$ cat config.mk
export PLATFORM = sky130hd
export DESIGN_NAME = rbg_top
export DESIGN_NICKNAME = d
export VERILOG_FILES = /design/src/rtl/rbg_pkg.sv /design/src/rtl/rbg_sync.sv /design/src/rtl/rbg_top.sv
export SDC_FILE = /design/constraint.sdc
export NUM_CORES = 1
export LEC_CHECK = 0
export ABC_AREA = 1
export BUFFER_PORTS_ARGS = -buffer_cell sky130_fd_sc_hd__buf_2
export CAP_MARGIN = 40
export CORE_ASPECT_RATIO = 0.9
export CORE_UTILIZATION = 49
export DETAILED_ROUTE_END_ITERATION = 10
export PLACE_DENSITY_LB_ADDON = 0.12
export SLEW_MARGIN = 20
export SYNTH_ARGS = -nofsm -noshare
export SYNTH_HDL_FRONTEND = slang
export SYNTH_SLANG_ARGS = --single-unit
$ cat constraint.sdc
create_clock -name hclk -period 3.3 [get_ports hclk]
set_input_delay 0.99 -clock hclk [delete_from_list [all_inputs] [get_ports hclk]]
set_output_delay 0.99 -clock hclk [all_outputs]
set_load 0.05 [all_outputs]
$ cat src/rtl/rbg_pkg.sv
package rbg_pkg;
    // ---------------------------------------------------------------
    // register map, byte addresses (index times four)
    // ---------------------------------------------------------------
    localparam logic [7:0]  IDX_DELIM      = 8'h0b;
    localparam logic [7:0]  IDX_CTRL2      = 8'h0c;
    localparam logic [7:0]  IDX_MODE       = 8'h10;
    localparam logic [7:0]  IDX_STATUS     = 8'h11;
    localparam logic [7:0]  IDX_IRQ_STAT   = 8'h12;
    localparam logic [7:0]  IDX_IRQ_MASK   = 8'h13;
    localparam logic [9:0]  ADDR_DELIM     = {IDX_DELIM, 2'b00};
    localparam logic [9:0]  ADDR_CTRL2     = {IDX_CTRL2, 2'b00};
    localparam logic [9:0]  ADDR_MODE      = {IDX_MODE, 2'b00};
    localparam logic [9:0]  ADDR_STATUS    = {IDX_STATUS, 2'b00};
    localparam logic [9:0]  ADDR_IRQ_STAT  = {IDX_IRQ_STAT, 2'b00};
    localparam logic [9:0]  ADDR_IRQ_MASK  = {IDX_IRQ_MASK, 2'b00};
    // ---------------------------------------------------------------
    // fields and reset values
    // ---------------------------------------------------------------
    localparam int          CTRL2_GUARD_BIT = 7;
    localparam logic [7:0]  DELIM_RESET     = 8'ha7;
    localparam logic [7:0]  CTRL2_RESET     = 8'h00;
    localparam logic [7:0]  CTRL2_WMASK     = 8'h83;
    localparam int          IRQ_PROT_BIT    = 0;
    localparam int          IRQ_DROP_BIT    = 1;
    localparam int          IRQ_START_BIT   = 2;
    localparam int          IRQ_END_BIT     = 3;
    localparam logic [3:0]  IRQ_RESET       = 4'h0;
    localparam int          SYNC_BITS       = 4;
endpackage

$ cat src/rtl/rbg_sync.sv
`timescale 1ns/1ns
// ---------------------------------------------------------------
// two flop synchroniser, one per bit
// ---------------------------------------------------------------
module rbg_sync #(
    parameter int W = 1
) (
    input  wire logic         hclk,
    input  wire logic         hresetn,
    input  wire logic [W-1:0] async_in,
    output logic      [W-1:0] sync_out
);
    logic [W-1:0] meta_r;

    // first stage feeds only the second
    always_ff @(posedge hclk or negedge hresetn) begin
        if (!hresetn) begin
            meta_r   <= '0;
            sync_out <= '0;
        end else begin
            meta_r   <= async_in;
            sync_out <= meta_r;
        end
    end
endmodule

$ cat src/rtl/rbg_top.sv
// Register access over AHB-Lite was decided locally.
`timescale 1ns/1ns
// Functional notes
// - in receive states each new frame replaces buffer unless protected
// - protected buffer refuses air frames until buffer read ends, select high
// - basic mode protects a frame only when its check sequence is valid
// - extended mode protects a frame whenever frame end interrupt fires
// - protection acts only with guard bit set in listen or auto-ack state
// - host writes over SPI still change the buffer under protection
// - released by select rising after buffer read, or leaving receive states
// - protection ignores the detection threshold setting
// - delimiter is one octet, two symbols, ending the sync header
// - delimiter used for byte sync only, never stored
// - delimiter sent lsb first straight after last preamble bit
// - delimiter register resets to a7, host may write any octet
// - frame start interrupt only on delimiter match and valid header
// - control bits 6 to 2 reserved, read only, read zero
// - control bits 1 to 0 hold rate select, resets to zero
module rbg_top (
    input  wire logic        hclk,
    input  wire logic        hresetn,
    input  wire logic        hsel,
    input  wire logic [31:0] haddr,
    input  wire logic [1:0]  htrans,
    input  wire logic        hwrite,
    input  wire logic [2:0]  hsize,
    input  wire logic [31:0] hwdata,
    input  wire logic        hready,
    output logic      [31:0] hrdata,
    output logic             hreadyout,
    output logic             hresp,
    output logic             irq,
    input  wire logic        spi_sel_n,
    input  wire logic        spi_fb_read,
    input  wire logic        listen_state,
    input  wire logic        auto_ack_receive_state,
    input  wire logic        rx_sync_word_valid,
    input  wire logic [7:0]  rx_sync_word,
    input  wire logic        rx_header_valid,
    input  wire logic        rx_frame_done,
    input  wire logic        rx_fcs_ok,
    input  wire logic        rx_byte_valid,
    input  wire logic [7:0]  rx_byte,
    input  wire logic        tx_preamble_done,
    input  wire logic        tx_bit_tick,
    input  wire logic        host_fb_we,
    input  wire logic [6:0]  host_fb_addr,
    input  wire logic [7:0]  host_fb_wdata,
    output logic             fb_we,
    output logic      [6:0]  fb_addr,
    output logic      [7:0]  fb_wdata,
    output logic             air_wr_en,
    output logic             buf_protected,
    output logic             frame_start_irq,
    output logic             frame_end_irq,
    output logic             tx_delim_bit,
    output logic             tx_delim_active,
    output logic      [1:0]  psdu_rate_select
);
    // ---------------------------------------------------------------
    // synchronise outside levels
    // ---------------------------------------------------------------
    logic [3:0] raw_in;
    logic [3:0] syn_in;
    logic       sel_n_s;
    logic       fb_rd_s;
    logic       listen_s;
    logic       aack_s;

    assign raw_in = {~spi_sel_n, spi_fb_read, listen_state,
                     auto_ack_receive_state};

    rbg_sync #(.W(rbg_pkg::SYNC_BITS)) u_sync (
        .hclk     (hclk),
        .hresetn  (hresetn),
        .async_in (raw_in),
        .sync_out (syn_in)
    );

    assign sel_n_s  = ~syn_in[3]; // inverted, reset matches idle high
    assign fb_rd_s  = syn_in[2];
    assign listen_s = syn_in[1];
    assign aack_s   = syn_in[0];

    // ---------------------------------------------------------------
    // registers
    // ---------------------------------------------------------------
    logic [7:0] delim_r;
    logic       guard_en_r;
    logic [1:0] rate_r;
    logic       ext_mode_r;
    logic [3:0] irq_stat_r;
    logic [3:0] irq_mask_r;
    logic       prot_active;
    logic       delim_match_r;

    // ---------------------------------------------------------------
    // ahb-lite slave, zero wait states
    // ---------------------------------------------------------------
    logic       ap_wr_r;
    logic       ap_rd_r;
    logic [9:0] ap_addr_r;
    logic       take;

    assign take      = hsel & hready & htrans[1];
    assign hreadyout = 1'b1;
    assign hresp     = 1'b0;

    // capture address phase
    always_ff @(posedge hclk or negedge hresetn) begin
        if (!hresetn) begin
            ap_wr_r   <= 1'b0;
            ap_rd_r   <= 1'b0;
            ap_addr_r <= '0;
        end else begin
            ap_wr_r   <= take & hwrite;
            ap_rd_r   <= take & ~hwrite;
            ap_addr_r <= haddr[9:0];
        end
    end

    // read data from flops, unmapped reads zero
    always_ff @(posedge hclk or negedge hresetn) begin
        if (!hresetn) begin
            hrdata <= '0;
        end else if (take && !hwrite) begin
            case (haddr[9:0])
                rbg_pkg::ADDR_DELIM:    hrdata <= {24'h0, delim_r};
                rbg_pkg::ADDR_CTRL2:    hrdata <= {24'h0, guard_en_r,
                                                   5'h00, rate_r};
                rbg_pkg::ADDR_MODE:     hrdata <= {31'h0, ext_mode_r};
                rbg_pkg::ADDR_STATUS:   hrdata <= {30'h0, prot_active,
                                                   buf_protected};
                rbg_pkg::ADDR_IRQ_STAT: hrdata <= {28'h0, irq_stat_r};
                rbg_pkg::ADDR_IRQ_MASK: hrdata <= {28'h0, irq_mask_r};
                default:                hrdata <= '0;
            endcase
        end
    end

    // configuration writes
    always_ff @(posedge hclk or negedge hresetn) begin
        if (!hresetn) begin
            delim_r    <= rbg_pkg::DELIM_RESET;
            guard_en_r <= rbg_pkg::CTRL2_RESET[rbg_pkg::CTRL2_GUARD_BIT];
            rate_r     <= rbg_pkg::CTRL2_RESET[1:0];
            ext_mode_r <= 1'b0;
            irq_mask_r <= rbg_pkg::IRQ_RESET;
        end else if (ap_wr_r) begin
            case (ap_addr_r)
                rbg_pkg::ADDR_DELIM:    delim_r <= hwdata[7:0];
                rbg_pkg::ADDR_CTRL2: begin
                    guard_en_r <= hwdata[rbg_pkg::CTRL2_GUARD_BIT];
                    rate_r     <= hwdata[1:0];
                end
                rbg_pkg::ADDR_MODE:     ext_mode_r <= hwdata[0];
                rbg_pkg::ADDR_IRQ_MASK: irq_mask_r <= hwdata[3:0];
                default:                ;
            endcase
        end
    end

    assign psdu_rate_select = rate_r;

    // ---------------------------------------------------------------
    // protection control
    // ---------------------------------------------------------------
    logic in_rx;
    logic sel_n_d_r;
    logic fb_rd_r;
    logic release_ev;
    logic frame_ok;
    logic protect_ev;
    logic drop_ev;
    logic frame_busy_r;

    assign in_rx = listen_s | aack_s;
    // threshold setting is not an input here at all
    assign prot_active = guard_en_r & in_rx;

    // remember a buffer read within the current select frame
    always_ff @(posedge hclk or negedge hresetn) begin
        if (!hresetn) begin
            sel_n_d_r <= 1'b1;
            fb_rd_r   <= 1'b0;
        end else begin
            sel_n_d_r <= sel_n_s;
            if (sel_n_s && !sel_n_d_r)
                fb_rd_r <= 1'b0;
            else if (!sel_n_s && fb_rd_s)
                fb_rd_r <= 1'b1;
        end
    end

    assign release_ev = (sel_n_s & ~sel_n_d_r & fb_rd_r) | ~prot_active;

    // basic mode needs good check sequence, extended on every frame end
    assign frame_ok = ext_mode_r ? 1'b1 : rx_fcs_ok;

    // set on completion only, release via select or state change
    assign protect_ev = rx_frame_done & frame_ok & prot_active
                        & ~buf_protected & frame_busy_r;
    assign drop_ev    = rx_frame_done & buf_protected;

    always_ff @(posedge hclk or negedge hresetn) begin
        if (!hresetn) begin
            buf_protected <= 1'b0;
        end else if (release_ev) begin
            buf_protected <= 1'b0;
        end else if (protect_ev) begin
            buf_protected <= 1'b1;
        end
    end

    // track a frame in progress from the air
    always_ff @(posedge hclk or negedge hresetn) begin
        if (!hresetn)
            frame_busy_r <= 1'b0;
        else if (rx_frame_done)
            frame_busy_r <= 1'b0;
        else if (rx_header_valid && delim_match_r)
            frame_busy_r <= 1'b1;
    end

    // ---------------------------------------------------------------
    // delimiter match and frame start
    // ---------------------------------------------------------------
    // octet compared for byte sync only, never written out
    always_ff @(posedge hclk or negedge hresetn) begin
        if (!hresetn)
            delim_match_r <= 1'b0;
        else if (rx_sync_word_valid)
            delim_match_r <= (rx_sync_word == delim_r);
        else if (rx_frame_done)
            delim_match_r <= 1'b0;
    end

    // start pulse on match plus valid header
    always_ff @(posedge hclk or negedge hresetn) begin
        if (!hresetn) begin
            frame_start_irq <= 1'b0;
            frame_end_irq   <= 1'b0;
        end else begin
            frame_start_irq <= rx_header_valid & delim_match_r;
            frame_end_irq   <= rx_frame_done & frame_busy_r;
        end
    end

    // ---------------------------------------------------------------
    // frame buffer write path
    // ---------------------------------------------------------------
    logic [6:0] air_ptr_r;

    // air writes gated while protected, whole frame dropped
    assign air_wr_en = ~buf_protected & frame_busy_r;

    always_ff @(posedge hclk or negedge hresetn) begin
        if (!hresetn)
            air_ptr_r <= '0;
        else if (rx_header_valid)
            air_ptr_r <= '0;
        else if (rx_byte_valid && air_wr_en && !host_fb_we)
            air_ptr_r <= air_ptr_r + 7'h01;
    end

    // host writes always pass, protection or not
    always_ff @(posedge hclk or negedge hresetn) begin
        if (!hresetn) begin
            fb_we    <= 1'b0;
            fb_addr  <= '0;
            fb_wdata <= '0;
        end else if (host_fb_we) begin
            fb_we    <= 1'b1;
            fb_addr  <= host_fb_addr;
            fb_wdata <= host_fb_wdata;
        end else begin
            fb_we    <= rx_byte_valid & air_wr_en;
            fb_addr  <= air_ptr_r;
            fb_wdata <= rx_byte;
        end
    end

    // ---------------------------------------------------------------
    // transmit delimiter serialiser
    // ---------------------------------------------------------------
    logic [7:0] tx_sh_r;
    logic [3:0] tx_cnt_r;

    // lsb first, starting right after the preamble
    always_ff @(posedge hclk or negedge hresetn) begin
        if (!hresetn) begin
            tx_sh_r  <= '0;
            tx_cnt_r <= '0;
        end else if (tx_preamble_done) begin
            tx_sh_r  <= delim_r;
            tx_cnt_r <= 4'h8;
        end else if (tx_bit_tick && tx_cnt_r != 4'h0) begin
            tx_sh_r  <= {1'b0, tx_sh_r[7:1]};
            tx_cnt_r <= tx_cnt_r - 4'h1;
        end
    end

    assign tx_delim_bit    = tx_sh_r[0];
    assign tx_delim_active = (tx_cnt_r != 4'h0);

    // ---------------------------------------------------------------
    // interrupts, set wins over write-one clear
    // ---------------------------------------------------------------
    logic [3:0] irq_set;
    logic [3:0] irq_clr;

    assign irq_set = {frame_end_irq, frame_start_irq, drop_ev, protect_ev};
    assign irq_clr = (ap_wr_r && ap_addr_r == rbg_pkg::ADDR_IRQ_STAT)
                     ? hwdata[3:0] : 4'h0;

    always_ff @(posedge hclk or negedge hresetn) begin
        if (!hresetn)
            irq_stat_r <= rbg_pkg::IRQ_RESET;
        else
            irq_stat_r <= (irq_stat_r & ~irq_clr) | irq_set;
    end

    assign irq = |(irq_stat_r & irq_mask_r);

    // ---------------------------------------------------------------
    // checks
    // ---------------------------------------------------------------
    a_prot_needs_guard: assert property (
        @(posedge hclk) disable iff (!hresetn)
        buf_protected |-> $past(guard_en_r))
        else $error("protected without guard enable");
    a_air_blocked: assert property (
        @(posedge hclk) disable iff (!hresetn)
        buf_protected && !host_fb_we |=> !fb_we)
        else $error("air write while protected");
    a_host_passes: assert property (
        @(posedge hclk) disable iff (!hresetn)
        host_fb_we |=> fb_we && fb_wdata == $past(host_fb_wdata))
        else $error("host write lost");
    a_basic_fcs: assert property (
        @(posedge hclk) disable iff (!hresetn)
        rx_frame_done && !rx_fcs_ok && !ext_mode_r && !buf_protected
        |=> !buf_protected)
        else $error("bad frame protected");
    a_ext_end: assert property (
        @(posedge hclk) disable iff (!hresetn)
        rx_frame_done && ext_mode_r && prot_active && !buf_protected
        && frame_busy_r |=> buf_protected)
        else $error("extended frame not protected");
    a_sel_release: assert property (
        @(posedge hclk) disable iff (!hresetn)
        buf_protected && sel_n_s && !sel_n_d_r && fb_rd_r
        |=> !buf_protected)
        else $error("no release on select");
    a_start_match: assert property (
        @(posedge hclk) disable iff (!hresetn)
        frame_start_irq |-> $past(delim_match_r) && $past(rx_header_valid))
        else $error("start without match");
    a_tx_lsb: assert property (
        @(posedge hclk) disable iff (!hresetn)
        tx_preamble_done |=> tx_delim_bit == $past(delim_r[0])
                             && tx_cnt_r == 4'h8)
        else $error("delimiter not lsb first");
    a_ctrl_resv: assert property (
        @(posedge hclk) disable iff (!hresetn)
        ap_rd_r && ap_addr_r == rbg_pkg::ADDR_CTRL2 |-> hrdata[6:2] == 5'h00)
        else $error("reserved bits nonzero");
endmodule
==> summary.txt <==
Setup path
  – Delay-heaviest family, CP: flip-flops
  – CP cell instances: inv_1 -> ha_1 -> nand2_1 -> buf_2
  – CP max FO: 3
  – Critical path buffer and inverter count: 2
  – CP Data Arrival Time: 1.32 ns
  – CP Launch Type: flip-flop
  – CP max-delay cell: dfrtp_1
  – Critical Path RT: 2.31 ns
  – CP Class: reg -> out
  – Max incr delay on CP: 0.38 ns
  – Setup crit end kind: primary output

Layout
  – Diode count: 0
  – NumNets Final: 689
  – Area growth, synth to finish: 16.8%
  – Register Area: 0.00223 mm2
  – Most common cell after layout, fill and taps aside: nand2_1
  – Layout cells sized above 1: 26.7%
  – Commonest cells after routing, fill and taps aside: nand2_1 (124), buf_2 (98), dfrtp_1 (83)
  – Filler cells: 740
  – Multi-input logic area: 0.00155 mm2

GRT
  – Global-route wire length before repair: 14000 um
  – Total track usage: 20.7%
  – Most used routing layer: met2
  – Largest net degree at the start of global routing: 50
  – Met3 Track Usage GR: 7.27%
  – Number of global-route vias before repair: 2915
  – Met2 Usage GRT: 33.2%
  – Grt met1 use: 27.4%
  – Antenna violations before repair: 0
  – GRT overflow: 0

Pwr
  – Leak: 2.57 nW
  – Switching Power: 0.659 mW
  – Logic pwr share: 14.8%
  – Sequential power share: 53.2%
  – Internal Pwr Total: 1.52 mW
  – Final Power: 2.18 mW
  – Sw frac: 30.2%
  – Pwr per Cell Area: 454 mW/mm2
  – VDD IR-drop max: 0.000321 V
  – Power share of the clock group: 32.0%

Routing
  – WL/cell: 12.7 um
  – Post-detailed-route count of antenna-violating nets: 0
  – Vias: 3251
  – Number of DRC markers in iteration 0: 103
  – Overall routed net length: 8520 um
  – Routed vias/inst: 4.83
  – Drt pass-1 iters: 4
  – DRC viols: 0

Synthesis
  – Mapped Area: 0.00412 mm2
  – Seq/Total Area, Yosys: 54.3%
  – Yosys cell types: 42
  – Synth Instances: 465
  – Post-synth EDFFs: 0
  – Post-synth ARST share: 100%
  – Post-Syn Area per Cell: 8.86 um2
  – Synth warn: 0
  – Primary FF master, synth: dfrtp_1
  – Flops & latches, synth: 89

STA
  – # setup viols final: 0
  – Setup Skew: 0.0104 ns
  – Slew Viols, Final: 0
  – Hold Vio Cnt, Final: 0
  – RSZ-0062 raised after global routing: no
  – Slew HR: 57.4%
  – Worst-Margin Slew: 0.638 ns
  – Maximum clock frequency: 432 MHz
  – Crit share post-route: 70.1%
  – Minimum clock period: 2.31 ns
  – Setup TNS: 0 ns

Clock network
  – CTS root buf: clkbuf_8
  – Post-CTS Setup Inserts: 0
  – CTS Buf Count: 9
  – Hold_buf cts: 0
  – Clk buf depth: 2
  – Clock sinks: 89
  – CTS H-Tree Depth: 3
  – CTS tree: built
  – Clock latency on the worst-skew pair: 0.35 ns
  – Worst-path clk slew: 0.09 ns
  – Post_cts resized: 0

Floorplanning
  – Die Span Y: 89.0 um
  – Rows: 31
  – Core footprint: 0.00811 mm2
  – Die Area: 0.00878 mm2
  – # IOs: 176
  – Effective utilization at floorplan: 50.8%
  – Die Width: 98.6 um

Run
  – Max Cap Viol: 0

Placement
  – HPWL Detailed: 6420 um
  – I/O Buffers: 99
  – Placer congestion estimate: 0.940

Worst hold path
  – Hold Path Class: reg -> reg

Status
  – Status: finished clean
path summary, 6_finish.rpt:
check,startpoint,endpoint,slack (ns),cells past startpoint
worst min-delay path,u_sync.meta_r[1],u_sync.sync_out[1],0.36,0
worst max-delay path,tx_cnt_r[1],tx_delim_active,0.99,4
min in group asynchronous,hresetn,fb_rd_r,0.64,1
worst min register to register,u_sync.meta_r[1],u_sync.sync_out[1],0.36,0
max in group asynchronous,hresetn,hrdata[2],1.97,2
worst max register to register,tx_cnt_r[0],tx_sh_r[6],1.77,7
area by class of cell:
type                            instances  area share (%)
Clock buffer                           10            2.86
Clock inverter                          6            1.07
Inverter                               51            4.01
Multi-Input combinational cell        316            32.2
Sequential cell                        89            46.5
Tap cell                               99            2.58
Timing Repair Buffer                  102            10.8
cell families after synthesis:
logic type | count (synthesis) | share of synthesized area (%)
AND/OR/NAND/NOR | 220 | 24.1
flip-flops | 89 | 54.3
buffers and inverters | 84 | 10.3
AO/OA/AOI/OAI | 59 | 8.57
XOR/XNOR | 8 | 1.70
adder cells (fa/ha/maj) | 3 | 0.911
other | 2 | 0.182
per-stage QoR:
step                      setup slack [ns]  cells  utilization [%]  hold WS (ns)  cell area [um2]
after CTS                            0.968    673             59.3         0.359             4810
after global routing                 0.898    673             59.3         0.365             4810
after floorplan                       1.32    489                -         0.331             4210
final                                0.987    673             59.3         0.356             4810
after global placement                1.03    657             57.0         0.333             4620
after detailed placement             0.974    657             57.0         0.337             4620
flip-flops by register name (all words and copies together) (netlist names), 2 cells and up:
name	cells
air_ptr_r	7
ap_addr_r	10
delim_r	8
fb_addr	7
fb_wdata	8
hrdata	8
irq_mask_r	4
irq_stat_r	4
psdu_rate_select	2
tx_cnt_r	4
tx_sh_r	8
u_sync.meta_r	4
u_sync.sync_out	4
layer usage:
layer | share of wire (%) | routed length [um] | vias up
li1 | - | - | 1634
met1 | 46 | 3920 | 1505
met2 | 46 | 3960 | 103
met3 | 6.5 | 557 | 9
met4 | 0.92 | 78 | 0
met5 | 0 | 0 | -
synthesized netlist by cell type (all sizes together) (2+ instances only):
| cell | n | area (um2) |
|---|---|---|
| nand2 | 129 | 497 |
| dfrtp | 83 | 2080 |
| inv | 49 | 184 |
| nor2 | 41 | 184 |
| o21ai | 39 | 225 |
| nand3 | 35 | 193 |
| buf | 28 | 214 |
| a21oi | 8 | 40.0 |
| dfstp | 6 | 158 |
| clkbuf | 5 | 18.8 |
| nor3 | 5 | 30.0 |
| xor2 | 5 | 43.8 |
| a31oi | 4 | 25.0 |
| ha | 3 | 37.5 |
| nand4 | 3 | 25.0 |
| xnor2 | 3 | 26.3 |
| a211oi | 2 | 15.0 |
| clkinv | 2 | 8.75 |
| conb | 2 | 7.51 |
| nand3b | 2 | 15.0 |
| nor3b | 2 | 20.0 |
| o21a | 2 | 15.0 |
| or2 | 2 | 15.0 |
power by group through the flow:
stage                     Combinational [mW]  Clock (mW)  Sequential, mW
after floorplan                        0.184           0            1.24
after global placement                 0.321           0            1.18
after detailed placement               0.326           0            1.18
after CTS                              0.327       0.728            1.16
after global routing                   0.357       0.771            1.17
final                                  0.323       0.698            1.16
Power figures use the tool's default switching activity.
